===== config.mk =====
export PLATFORM = sky130hd
export DESIGN_NAME = term_activation_flat
export DESIGN_NICKNAME = d
export VERILOG_FILES = /design/src/core/card_act_pkg.sv /design/src/core/card_link_if.sv /design/src/core/term_activation.sv /design/src/flat_wrapper.sv
export SDC_FILE = /design/constraint.sdc
export NUM_CORES = 1
export LEC_CHECK = 0
export BUFFER_PORTS_ARGS = -buffer_cell sky130_fd_sc_hd__clkbuf_2
export CORE_ASPECT_RATIO = 1.2
export CORE_UTILIZATION = 55
export DETAILED_ROUTE_END_ITERATION = 10
export PLACE_DENSITY = 0.86
export SYNTH_ARGS = -nofsm -noshare
export SYNTH_HDL_FRONTEND = slang
export SYNTH_SLANG_ARGS = --single-unit

===== constraint.sdc =====
create_clock -name core_clk -period 3.4 [get_ports core_clk]
set_input_delay 0.51 -clock core_clk [delete_from_list [all_inputs] [get_ports core_clk]]
set_output_delay 0.51 -clock core_clk [all_outputs]
set_load 0.02 [all_outputs]

===== src/core/card_act_pkg.sv =====
package card_act_pkg;
  // Voltage class bits in the class byte, class A lowest-numbered bit.
  localparam int CLASS_A_BIT = 0;
  localparam int CLASS_B_BIT = 1;
  localparam int CLASS_C_BIT = 2;
  localparam int CLASS_D_BIT = 3;
  localparam int CLASS_E_BIT = 4;
  localparam int NUM_CLASSES = 5;
  // Protocol numbers and historical byte tags.
  localparam logic [3:0] PROTO_GLOBAL = 4'hF;
  localparam logic [7:0] CATEGORY_TLV = 8'h80;
  localparam logic [7:0] TAG_CARD_DATA = 8'h31;
  localparam logic [7:0] TAG_CARD_CAPS = 8'h73;
  // Speed factor byte: high nibble clock rate index, low nibble divisor.
  localparam logic [7:0] SPEED_DEFAULT = 8'h11;
  localparam logic [7:0] SPEED_512_8 = 8'h94;
  localparam logic [7:0] SPEED_512_16 = 8'h95;
  // Global feature byte positions.
  localparam int FEAT_EXT_BIT = 7;
  localparam int FEAT_USB_BIT = 6;
  localparam int FEAT_CONTACTLESS_BIT = 5;
  localparam int FEAT_LOWZ_BIT = 4;
  localparam int FEAT_SEC_BIT = 3;
  localparam int FEAT_P2P_BIT = 2;
  localparam int FEAT_EPC_BIT = 1;
  localparam int FEAT_EXTRA_IF_BIT = 0;
  localparam logic [7:0] FEAT_NONE = 8'h00;
  // Corrupted answer limit per class.
  localparam logic [1:0] CORRUPT_LIMIT = 2'h3;
  // Answer wait, in core clocks.
  localparam logic [15:0] ATR_WAIT_CYCLES = 16'h0400;
  // Host register offsets.
  localparam logic [11:0] REG_CTRL = 12'h000;
  localparam logic [11:0] REG_TERM_CLASSES = 12'h004;
  localparam logic [11:0] REG_STATUS = 12'h008;
  localparam logic [11:0] REG_IRQ_STATUS = 12'h00C;
  localparam logic [11:0] REG_IRQ_CLEAR = 12'h010;
  localparam logic [11:0] REG_IRQ_ENABLE = 12'h014;
  localparam logic [11:0] REG_ATR_INFO = 12'h018;
  localparam logic [11:0] REG_CORRUPT_MASK = 12'h01C;
  // Event bits.
  localparam int EV_READY = 0;
  localparam int EV_REJECT = 1;
  localparam int EV_NO_CLASS = 2;
  localparam int EV_CORRUPT = 3;
  localparam int NUM_EVENTS = 4;
  // Answer bytes: TS T0 TA1 TD1 TD2 TA3 TB3 hist[0..6] TCK.
  localparam int ATR_LEN = 15;
endpackage


===== src/core/card_link_if.sv =====
`timescale 1ns/1ps
// Link between terminal and card: power class, reset, and a
// byte stream of the answer to reset. The byte strobe abstracts framing.
interface card_link_if;
  logic [4:0] power_class;
  logic card_rst_n;
  logic [7:0] atr_byte;
  logic atr_valid;
  logic atr_last;
  logic atr_corrupt;

  modport terminal (
    output power_class,
    output card_rst_n,
    input atr_byte,
    input atr_valid,
    input atr_last,
    input atr_corrupt
  );
  modport card (
    input power_class,
    input card_rst_n,
    output atr_byte,
    output atr_valid,
    output atr_last,
    output atr_corrupt
  );
endinterface


===== src/core/term_activation.sv =====
`timescale 1ns/1ps
module term_activation (
  input wire logic core_clk,
  input wire logic rstn,
  card_link_if.terminal link,
  input wire logic [11:0] paddr,
  input wire logic psel,
  input wire logic penable,
  input wire logic pwrite,
  input wire logic [31:0] pwdata,
  output logic [31:0] prdata,
  output logic pready,
  output logic pslverr,
  output logic irq
);
  typedef enum {ST_IDLE, ST_RESET, ST_WAIT, ST_RECV, ST_READY,
    ST_STOPPED} state_t;
  state_t state;
  logic [4:0] term_classes;
  logic start_req;
  logic [2:0] cls;
  logic [1:0] corrupt_cnt;
  logic [15:0] timer;
  logic [3:0] byte_idx;
  logic [3:0] y_next;
  logic in_global;
  logic [4:0] card_classes;
  logic [7:0] speed;
  logic [7:0] features;
  logic seen_corrupt;
  logic [3:0] ev_set;
  logic [3:0] irq_status;
  logic [3:0] irq_enable;
  logic cmd_allowed;
  logic bus_wr;
  logic [2:0] hit_class;
  logic [2:0] step_class;

  // Highest class set in a mask at or below a given index, 7 when none.
  // A higher index is a lower supply voltage, so walking down the index
  // raises the voltage one supported class at a time.
  function automatic logic [2:0] top_from(input logic [4:0] m,
                                          input logic [2:0] from);
    top_from = 3'd7;
    for (int i = 0; i < card_act_pkg::NUM_CLASSES; i++) begin
      if (m[i] && 3'(i) <= from) begin
        top_from = 3'(i);
      end
    end
  endfunction

  assign bus_wr = psel && penable && pwrite;
  assign hit_class = top_from(term_classes & card_classes,
    3'(card_act_pkg::NUM_CLASSES - 1));
  assign step_class = (cls == 3'd0) ? 3'd7 :
    top_from(term_classes, cls - 3'd1);

  // Register writes from software; answers take one access cycle.
  always_ff @(posedge core_clk or negedge rstn) begin
    if (!rstn) begin
      term_classes <= 5'h00;
      irq_enable <= 4'h0;
      start_req <= 1'b0;
    end else begin
      start_req <= 1'b0;
      if (bus_wr && paddr == card_act_pkg::REG_CTRL) begin
        start_req <= pwdata[0];
      end
      if (bus_wr && paddr == card_act_pkg::REG_TERM_CLASSES) begin
        term_classes <= pwdata[4:0];
      end
      if (bus_wr && paddr == card_act_pkg::REG_IRQ_ENABLE) begin
        irq_enable <= pwdata[3:0];
      end
    end
  end

  // Activation sequencer; the class index is the class bit number.
  always_ff @(posedge core_clk or negedge rstn) begin
    if (!rstn) begin
      state <= ST_IDLE;
      cls <= 3'd0;
      corrupt_cnt <= 2'd0;
      timer <= 16'h0000;
      cmd_allowed <= 1'b0;
      ev_set <= 4'h0;
    end else begin
      ev_set <= 4'h0;
      case (state)
        ST_IDLE: begin
          if (start_req && term_classes != 5'h00) begin
            cls <= top_from(term_classes,
              3'(card_act_pkg::NUM_CLASSES - 1));
            corrupt_cnt <= 2'd0;
            cmd_allowed <= 1'b0;
            timer <= 16'h0000;
            state <= ST_RESET;
          end
        end
        ST_RESET: begin
          timer <= 16'h0000;
          state <= ST_WAIT;
        end
        ST_WAIT: begin
          timer <= timer + 16'h0001;
          if (link.atr_valid) begin
            state <= ST_RECV;
          end else if (timer == card_act_pkg::ATR_WAIT_CYCLES) begin
            if (step_class != 3'd7) begin
              cls <= step_class;
              corrupt_cnt <= 2'd0;
              state <= ST_RESET;
            end else begin
              ev_set[card_act_pkg::EV_REJECT] <= 1'b1;
              state <= ST_STOPPED;
            end
          end
        end
        ST_RECV: begin
          if (link.atr_valid && link.atr_last) begin
            if (seen_corrupt || link.atr_corrupt) begin
              ev_set[card_act_pkg::EV_CORRUPT] <= 1'b1;
              if (corrupt_cnt + 2'd1 < card_act_pkg::CORRUPT_LIMIT) begin
                corrupt_cnt <= corrupt_cnt + 2'd1;
                state <= ST_RESET;
              end else if (cls != 3'd0 && term_classes[cls - 3'd1]) begin
                cls <= cls - 3'd1;
                corrupt_cnt <= 2'd0;
                state <= ST_RESET;
              end else begin
                ev_set[card_act_pkg::EV_REJECT] <= 1'b1;
                state <= ST_STOPPED;
              end
            end else if (card_classes[cls] || card_classes == 5'h00) begin
              corrupt_cnt <= 2'd0;
              cmd_allowed <= 1'b1;
              ev_set[card_act_pkg::EV_READY] <= 1'b1;
              state <= ST_READY;
            end else if (hit_class != 3'd7) begin
              cls <= hit_class;
              corrupt_cnt <= 2'd0;
              state <= ST_RESET;
            end else begin
              cmd_allowed <= 1'b0;
              ev_set[card_act_pkg::EV_NO_CLASS] <= 1'b1;
              state <= ST_STOPPED;
            end
          end
        end
        ST_READY, ST_STOPPED: begin
          if (start_req) begin
            state <= ST_IDLE;
          end
        end
        default: state <= ST_IDLE;
      endcase
    end
  end

  // Answer parser: walks the interface bytes generically so foreign
  // protocols, history and the check byte are accepted and skipped.
  always_ff @(posedge core_clk or negedge rstn) begin
    if (!rstn) begin
      byte_idx <= 4'd0;
      y_next <= 4'h0;
      in_global <= 1'b0;
      card_classes <= 5'h00;
      speed <= card_act_pkg::SPEED_DEFAULT;
      features <= card_act_pkg::FEAT_NONE;
      seen_corrupt <= 1'b0;
    end else if (state == ST_RESET) begin
      byte_idx <= 4'd0;
      y_next <= 4'h0;
      in_global <= 1'b0;
      card_classes <= 5'h00;
      speed <= card_act_pkg::SPEED_DEFAULT;
      features <= card_act_pkg::FEAT_NONE;
      seen_corrupt <= 1'b0;
    end else if (link.atr_valid) begin
      seen_corrupt <= seen_corrupt | link.atr_corrupt;
      if (byte_idx != 4'hF) begin
        byte_idx <= byte_idx + 4'd1;
      end
      // Byte 1 is the format byte; 2 onward follow its indicators.
      if (byte_idx == 4'd1) begin
        y_next <= link.atr_byte[7:4];
      end else if (byte_idx >= 4'd2 && y_next != 4'h0) begin
        if (y_next[0]) begin
          y_next[0] <= 1'b0;
          if (byte_idx == 4'd2) begin
            speed <= link.atr_byte;
          end else if (in_global) begin
            card_classes <= link.atr_byte[4:0];
          end
        end else if (y_next[1]) begin
          y_next[1] <= 1'b0;
          if (in_global) begin
            features <= link.atr_byte;
          end
        end else if (y_next[2]) begin
          y_next[2] <= 1'b0;
        end else begin
          y_next <= link.atr_byte[7:4];
          in_global <= byte_idx > 4'd3 &&
            link.atr_byte[3:0] == card_act_pkg::PROTO_GLOBAL;
        end
      end
    end
  end

  // Sticky interrupt status; a set in the clear cycle wins.
  always_ff @(posedge core_clk or negedge rstn) begin
    if (!rstn) begin
      irq_status <= 4'h0;
    end else if (bus_wr && paddr == card_act_pkg::REG_IRQ_CLEAR) begin
      irq_status <= (irq_status & ~pwdata[3:0]) | ev_set;
    end else begin
      irq_status <= irq_status | ev_set;
    end
  end

  // Registered outputs: link pins, bus answer, interrupt.
  always_ff @(posedge core_clk or negedge rstn) begin
    if (!rstn) begin
      link.power_class <= 5'h00;
      link.card_rst_n <= 1'b0;
      prdata <= 32'h00000000;
      pready <= 1'b0;
      pslverr <= 1'b0;
      irq <= 1'b0;
    end else begin
      link.power_class <= (state == ST_IDLE || state == ST_RESET ||
        state == ST_STOPPED) ? 5'h00 : 5'(5'h01 << cls);
      link.card_rst_n <= state == ST_WAIT || state == ST_RECV ||
        state == ST_READY;
      irq <= |(irq_status & irq_enable);
      pready <= psel && !penable;
      pslverr <= 1'b0;
      prdata <= 32'h00000000;
      if (psel && !penable && !pwrite) begin
        case (paddr)
          card_act_pkg::REG_TERM_CLASSES: prdata <= {27'h0, term_classes};
          card_act_pkg::REG_STATUS:
            prdata <= {24'h0, cmd_allowed, corrupt_cnt, 2'h0, cls};
          card_act_pkg::REG_IRQ_STATUS: prdata <= {28'h0, irq_status};
          card_act_pkg::REG_IRQ_ENABLE: prdata <= {28'h0, irq_enable};
          card_act_pkg::REG_ATR_INFO:
            prdata <= {11'h0, card_classes, features, speed};
          default: prdata <= 32'h00000000;
        endcase
      end
    end
  end
endmodule


===== src/flat_wrapper.sv =====
// flat-port wrapper written by rule: the top's interface ports become plain ports
module term_activation_flat 
  (core_clk, rstn, paddr, psel, penable, pwrite, pwdata, prdata, pready, pslverr, irq, link_power_class, link_card_rst_n, link_atr_byte, link_atr_valid, link_atr_last, link_atr_corrupt);
  card_link_if link_i ();
  input wire logic core_clk;
  input wire logic rstn;
  input wire logic [11:0] paddr;
  input wire logic psel;
  input wire logic penable;
  input wire logic pwrite;
  input wire logic [31:0] pwdata;
  output logic [31:0] prdata;
  output logic pready;
  output logic pslverr;
  output logic irq;
  output wire logic [$bits(link_i.power_class)-1:0] link_power_class;
  output wire logic [$bits(link_i.card_rst_n)-1:0] link_card_rst_n;
  input wire logic [$bits(link_i.atr_byte)-1:0] link_atr_byte;
  input wire logic [$bits(link_i.atr_valid)-1:0] link_atr_valid;
  input wire logic [$bits(link_i.atr_last)-1:0] link_atr_last;
  input wire logic [$bits(link_i.atr_corrupt)-1:0] link_atr_corrupt;
  assign link_power_class = link_i.power_class;
  assign link_card_rst_n = link_i.card_rst_n;
  assign link_i.atr_byte = link_atr_byte;
  assign link_i.atr_valid = link_atr_valid;
  assign link_i.atr_last = link_atr_last;
  assign link_i.atr_corrupt = link_atr_corrupt;
  term_activation u_core (.core_clk(core_clk), .rstn(rstn), .link(link_i), .paddr(paddr), .psel(psel), .penable(penable), .pwrite(pwrite), .pwdata(pwdata), .prdata(prdata), .pready(pready), .pslverr(pslverr), .irq(irq));
endmodule

* Word-level counts from Yosys, hierarchy flattened *
Cells that the tools add are included.

operators by class
  bitwise logic cells = 7
  equality and inequality tests = 46
  reductions and logical operators = 61
  add/sub/neg operators = 4
  multiplexer cells = 127
  shifts and indexed selects = 1
  magnitude comparators = 10

operators by type and width
  cell                     number
  $mux W32                 8
  $pmux W32 S5             1
  $eq A32 B3 Y1 const B    4
  $pmux W21 S5             1
  $mux W8                  13
  $eq A32 B2 Y1 const B    3
  $mux W3                  31
  $eq A32 B4 Y1 const B    2
  $logic_not A32 Y1        2
  $pmux W16 S3             1
  $mux W5                  8
  $eq A12 B5 Y1 const B    3
  $mux W4                  9
  $mux W1                  35
  $eq A32 B1 Y1 const B    1
  $mux W2                  13
  $eq A12 B4 Y1 const B    2
  $ne A3 B3 Y1 const B     7
  $logic_and A1 B1 Y1      18
  $reduce_and A6 Y1        3
  $add A16 B1 Y16 const B  1
  $eq A16 B11 Y1 const B   1
  $mux W16                 1
  $reduce_bool A2 Y1       8
  other kinds (46)         80

storage, ports and cells
  bits of input ports = 60
  output and inout port bits = 41
  register bits = 143

* Logic depth before layout (Yosys ltp) *
  depth after elaboration = 14
  depth in mapped cells = 10

* Worst setup path before layout *
Ideal clock, no wire load.

  path type = register to register
  start point = reg u_core.cls[0]
  end point = reg u_core.cls[1]
  buffers on the path = 1
  clock period less this slack = 2481 ps
  arrival time = 2356 ps
  required time = 3275 ps
  stages on the path, launching flop included = 11
  path slack = 919 ps
  cells stage by stage = dfrtp_1 buf_2 inv_1 ha_1 xor2_2 o21ai_0 nand4_1 o21ai_1 a211o_1 nor2_1 mux2_2

between the ends
  cells in the longest elaborated chain, start to end = 13
  elaborated cells on any way between the ends = 38
  those cells by class = add/sub: 1; order compare: 5; eq/ne: 4; mux: 18; reduce/logical: 10

RTL lines
  item                    RTL line                                                               source
  from (decl)             term_activation.sv:21                                                  logic [2:0] cls;
  from (signal assigned)  term_activation.sv:92                                                  cls <= top_from(term_classes,
  from (signal assigned)  term_activation.sv:110                                                 cls <= step_class;
  from (signal assigned)  term_activation.sv:127                                                 cls <= cls - 3'd1;
  $sub A3 B1 Y3           term_activation.sv:56, term_activation.sv:126, term_activation.sv:127
  $le A1 B3 Y1            term_activation.sv:46                                                  if (m[i] && 3'(i) <= from) begin
  $logic_and A1 B1 Y1     term_activation.sv:46
  $mux W3 (5 in a row)    term_activation.sv:46
  $mux W3                 term_activation.sv:55                                                  assign step_class = (cls == 3'd0) ? 3'd7 :
  $mux W3                 term_activation.sv:109                                                 if (step_class != 3'd7) begin
  $mux W3                 term_activation.sv:108                                                 end else if (timer == card_act_pkg::ATR_WAIT_CYCLES) begin
  $mux W3                 term_activation.sv:106                                                 if (link.atr_valid) begin
  $pmux W3 S3             term_activation.sv:89                                                  case (state)

Several ways; a longest one is shown, not always the timed one. The select of a mux whose other input is x is not followed.
A chain may end at the register's enable or synchronous reset.

* Final worst setup path *
  start point = reg u_core.cls[1]
  end point = reg u_core.cls[2]

The elaborated chain is that of the path after synthesis.

==> reports/metrics.yaml <==
ys_warn_count: 0
htreeDepth: 3
io_buffers: 61
grt_pass1_vias: 3943
syn2layout_area_growth_pct: 10.6
cts_resized: 0
syn_inst: 529
synth-edff-count: 0
drt_iter0_drc: 310
clk_pin_slew_ns: 0.10
cts_tree: "built"
globalRouteTotalUtil_pct: 25.0
p_seq_share_pct: 45.9
min_from: "penable"
grt_pass1_wl_um: 18900
layout_min_cycle_time_ns: 2.79
nets: 654
fin_area_um2: 5690
fp.dieH_um: 108
p_sw_share_pct: 39.5
antenna_found_initial: 0
r2r_end: "u_core.cls[2]"
post_dp_cell_area_um2: 5510
critPathKind: "flip-flop to flip-flop"
vias: 4157
postCtsSetupBuffers: 0
dp_hpwl_um: 8260
clk_latency_ns: 0.37
ios: 101
die_x_um: 90.3
grt-ovfl-total: 0
via_per_inst: 5.86
ys_seq_area_share_pct: 50.2
total_power_mw: 3.60
start_kind: "flip-flop"
power_density_nw_per_um2: 633
cts_sinks: 103
p_clk_share_pct: 19.6
max_freq_mhz: 358
reg2reg_depth: 9
rr_startpoint: "u_core.cls[1]"
wl_per_cell_um: 16.1
netlist.area_leader.share_pct: 49.1
synth.distinct_cells: 60
drv_slew: 0
critPathMaxFanout: 8
internal_power_mw: 2.18
hold_viol_final: 0
rsz0062_at_grt: "no"
dr.pass1.iters: 5
async_flop_share_pct: 100
rows: 38
setup_viol: 0
drc: 0
syn_area_um2: 5140
grt_start_max_net_pins: 96
cts_hold_buf: 0
ir_worst_vdd_uv: 390
worstPathArrival_ns: 3.05
skew_ns: 0.0119
cp.required_ns: 3.66
cts_root_buffer: "clkbuf_8"
ys.flop_type: "dfrtp_1"
die_area_um2: 9740
drive_gt1_share_pct: 17.8
hold_class: "input port to flip-flop"
worstMarginPinSlew_ns: 1.16
hold_ws_ns: 0.315
syn_avg_cell_area_um2: 9.72
rrSetupSlack_ns: 0.61
fillCellCount: 728
combPwrFrac_pct: 34.5
switchingPower_mw: 1.42
numCtsBuffers: 9
fin_setup_tns_ns: 0
power_leakage_nw: 2.84
clock_path_buffers: 2
place_congestion: 0.901
status: "finished, final reports clean"
slew_headroom_pct: 22.9
ys_ff_latch: 103
hold_end: "u_core.pready"
ant_nets: 0
wl_um: 11400
end_kind: "flip-flop"
holdPathStages: 2
synthTopCellsByArea: "dfrtp_1, nor2_1, nand2_1"
core_um2: 9080
cap_violations: 0
antennaDiodeCount: 0
initial_core_util_pct: 56.6
period_share_pct: 82.1
yosysTopAreaCell: "dfrtp_1"
## cell type report
type,instances,area (um^2),area share (%)
inverter,15,56.3,0.990
sequential,103,2580,45.4
timing repair buffer,67,353,6.20
clock inverter,5,42.5,0.748
clock buffer,11,131,2.31
tap,120,150,2.64
multi-input combinational,388,2370,41.8
## power groups by stage
| stage | logic [mW] | clock network, mW | registers (mW) |
|---|---|---|---|
| CTS | 1.23 | 0.717 | 1.65 |
| global route | 1.40 | 0.768 | 1.69 |
| detailed placement | 1.22 | 0 | 1.67 |
| finish | 1.24 | 0.706 | 1.65 |
| floorplan | 0.958 | 0 | 1.60 |
| global placement | 1.16 | 0 | 1.66 |
## worst max path at each step
stage | to | start | slack [ns] | cells after the start
2_1_floorplan | u_core.cls[1] | u_core.cls[0] | 0.92 | 10
3_3_place_gp | u_core.cls[1] | u_core.cls[1] | 0.81 | 9
3_5_place_dp | u_core.cls[2] | u_core.cls[1] | 0.68 | 9
4_1_cts | u_core.cls[2] | u_core.cls[1] | 0.64 | 9
5_1_grt | u_core.cls[2] | u_core.cls[1] | 0.41 | 9
6_report | u_core.cls[2] | u_core.cls[1] | 0.61 | 9
## metal layers
layer  vias to the layer above  wire length [um]  GRT usage [%]
met3                        41               638           4.57
met2                       165              5560           40.7
met5                         -                 0              0
met4                         0               488           14.5
li1                       1944                 -              -
met1                      2007              4760           31.5
## synth_stat cells (all sizes together), types with 2 or more instances
library cell and count:
nor2b 5, o41ai 2, a32oi 2, and2 4, a222oi 4, clkbuf 17, xnor2 6, a21oi 19
and3 22, nand4 6, mux2i 17, o22ai 2, o21ai 33, nand2 62, o32ai 3, a211oi 2
o31ai 4, a21o 6, nor4b 3, ha 10, dfstp 2, nor2 68, inv 15, mux2 14
nand3 9, a22oi 8, a21boi 2, a31oi 4, dfrtp 101, nor4 4, nor3 13, and4 4
xor2 12, buf 17, nand2b 6, or4 3
## kinds of logic after synthesis
group	count (synthesis)	share of synthesized area [%]
buffers and inverters	49	4.57
and+or+nand+nor	214	19.8
xor gates and xnor gates	18	3.21
muxes	32	6.81
DFF	103	50.2
adders and majority gates	10	2.43
other	1	0.0729
AOI/OAI and AO/OA	102	13.0
## registers in the layout (all words and copies together), names as in the netlist, 2 cells and up
| name | flops |
|---|---|
| u_core.link.power_class | 5 |
| u_core.ev_set | 4 |
| u_core.term_classes | 5 |
| u_core.state | 3 |
| u_core.features | 8 |
| u_core.corrupt_cnt | 2 |
| u_core.byte_idx | 4 |
| u_core.cls | 3 |
| u_core.irq_status | 4 |
| u_core.irq_enable | 4 |
| u_core.y_next | 4 |
| u_core.card_classes | 5 |
| u_core.speed | 8 |
| u_core.timer | 16 |
| u_core.prdata | 21 |
## critical path, cell delays in order, from the launching register on
cell     delay (ns)
dfrtp_1        0.54
inv_1          0.15
ha_1           0.42
mux4_2         0.24
nor4b_1        0.25
a31oi_1        0.10
nand3_1        0.22
nand3_1        0.10
nor2_1         0.29
mux2_2         0.37
## per-stage QoR
stage / util [%] / setup slack [ns] / instances
final: 62.6 / 0.608 / 709
after global routing: 62.6 / 0.412 / 709
after CTS: 62.6 / 0.636 / 709
after detailed placement: 60.7 / 0.676 / 693
after global placement: 60.7 / 0.813 / 693
after floorplan: - / 0.919 / 540
## layout by cell type (no fill, tap or decap), types with 3 or more instances in the layout
| master | synthesis | layout |
|---|---|---|
| o31ai_1 | 4 | 4 |
| mux2_2 | 14 | 14 |
| a21oi_1 | 19 | 19 |
| o21ai_1 | 3 | 3 |
| nand3_1 | 9 | 9 |
| and4_1 | 4 | 4 |
| o32ai_1 | 3 | 3 |
| nor2b_1 | 5 | 5 |
| and3_1 | 22 | 22 |
| conb_1 | 1 | 12 |
| a31oi_1 | 3 | 3 |
| clkbuf_2 | 0 | 60 |
| nor3_1 | 13 | 12 |
| inv_1 | 15 | 15 |
| xnor2_1 | 6 | 6 |
| nand4_1 | 6 | 6 |
| clkinvlp_4 | 0 | 3 |
| ha_1 | 10 | 10 |
| clkbuf_8 | 0 | 9 |
| nand2_1 | 62 | 62 |
| a222oi_1 | 4 | 4 |
| nor4_1 | 4 | 4 |
| nand2b_1 | 6 | 6 |
| and2_1 | 4 | 4 |
| nor2_1 | 68 | 68 |
| a22oi_1 | 8 | 8 |
| a21o_1 | 6 | 6 |
| mux2i_1 | 17 | 17 |
| xor2_1 | 11 | 11 |
| o21ai_0 | 29 | 29 |
| nor4b_1 | 3 | 3 |
| buf_4 | 12 | 7 |
| dfrtp_1 | 101 | 101 |
No activity file was read; power rests on OpenSTA's default activity.
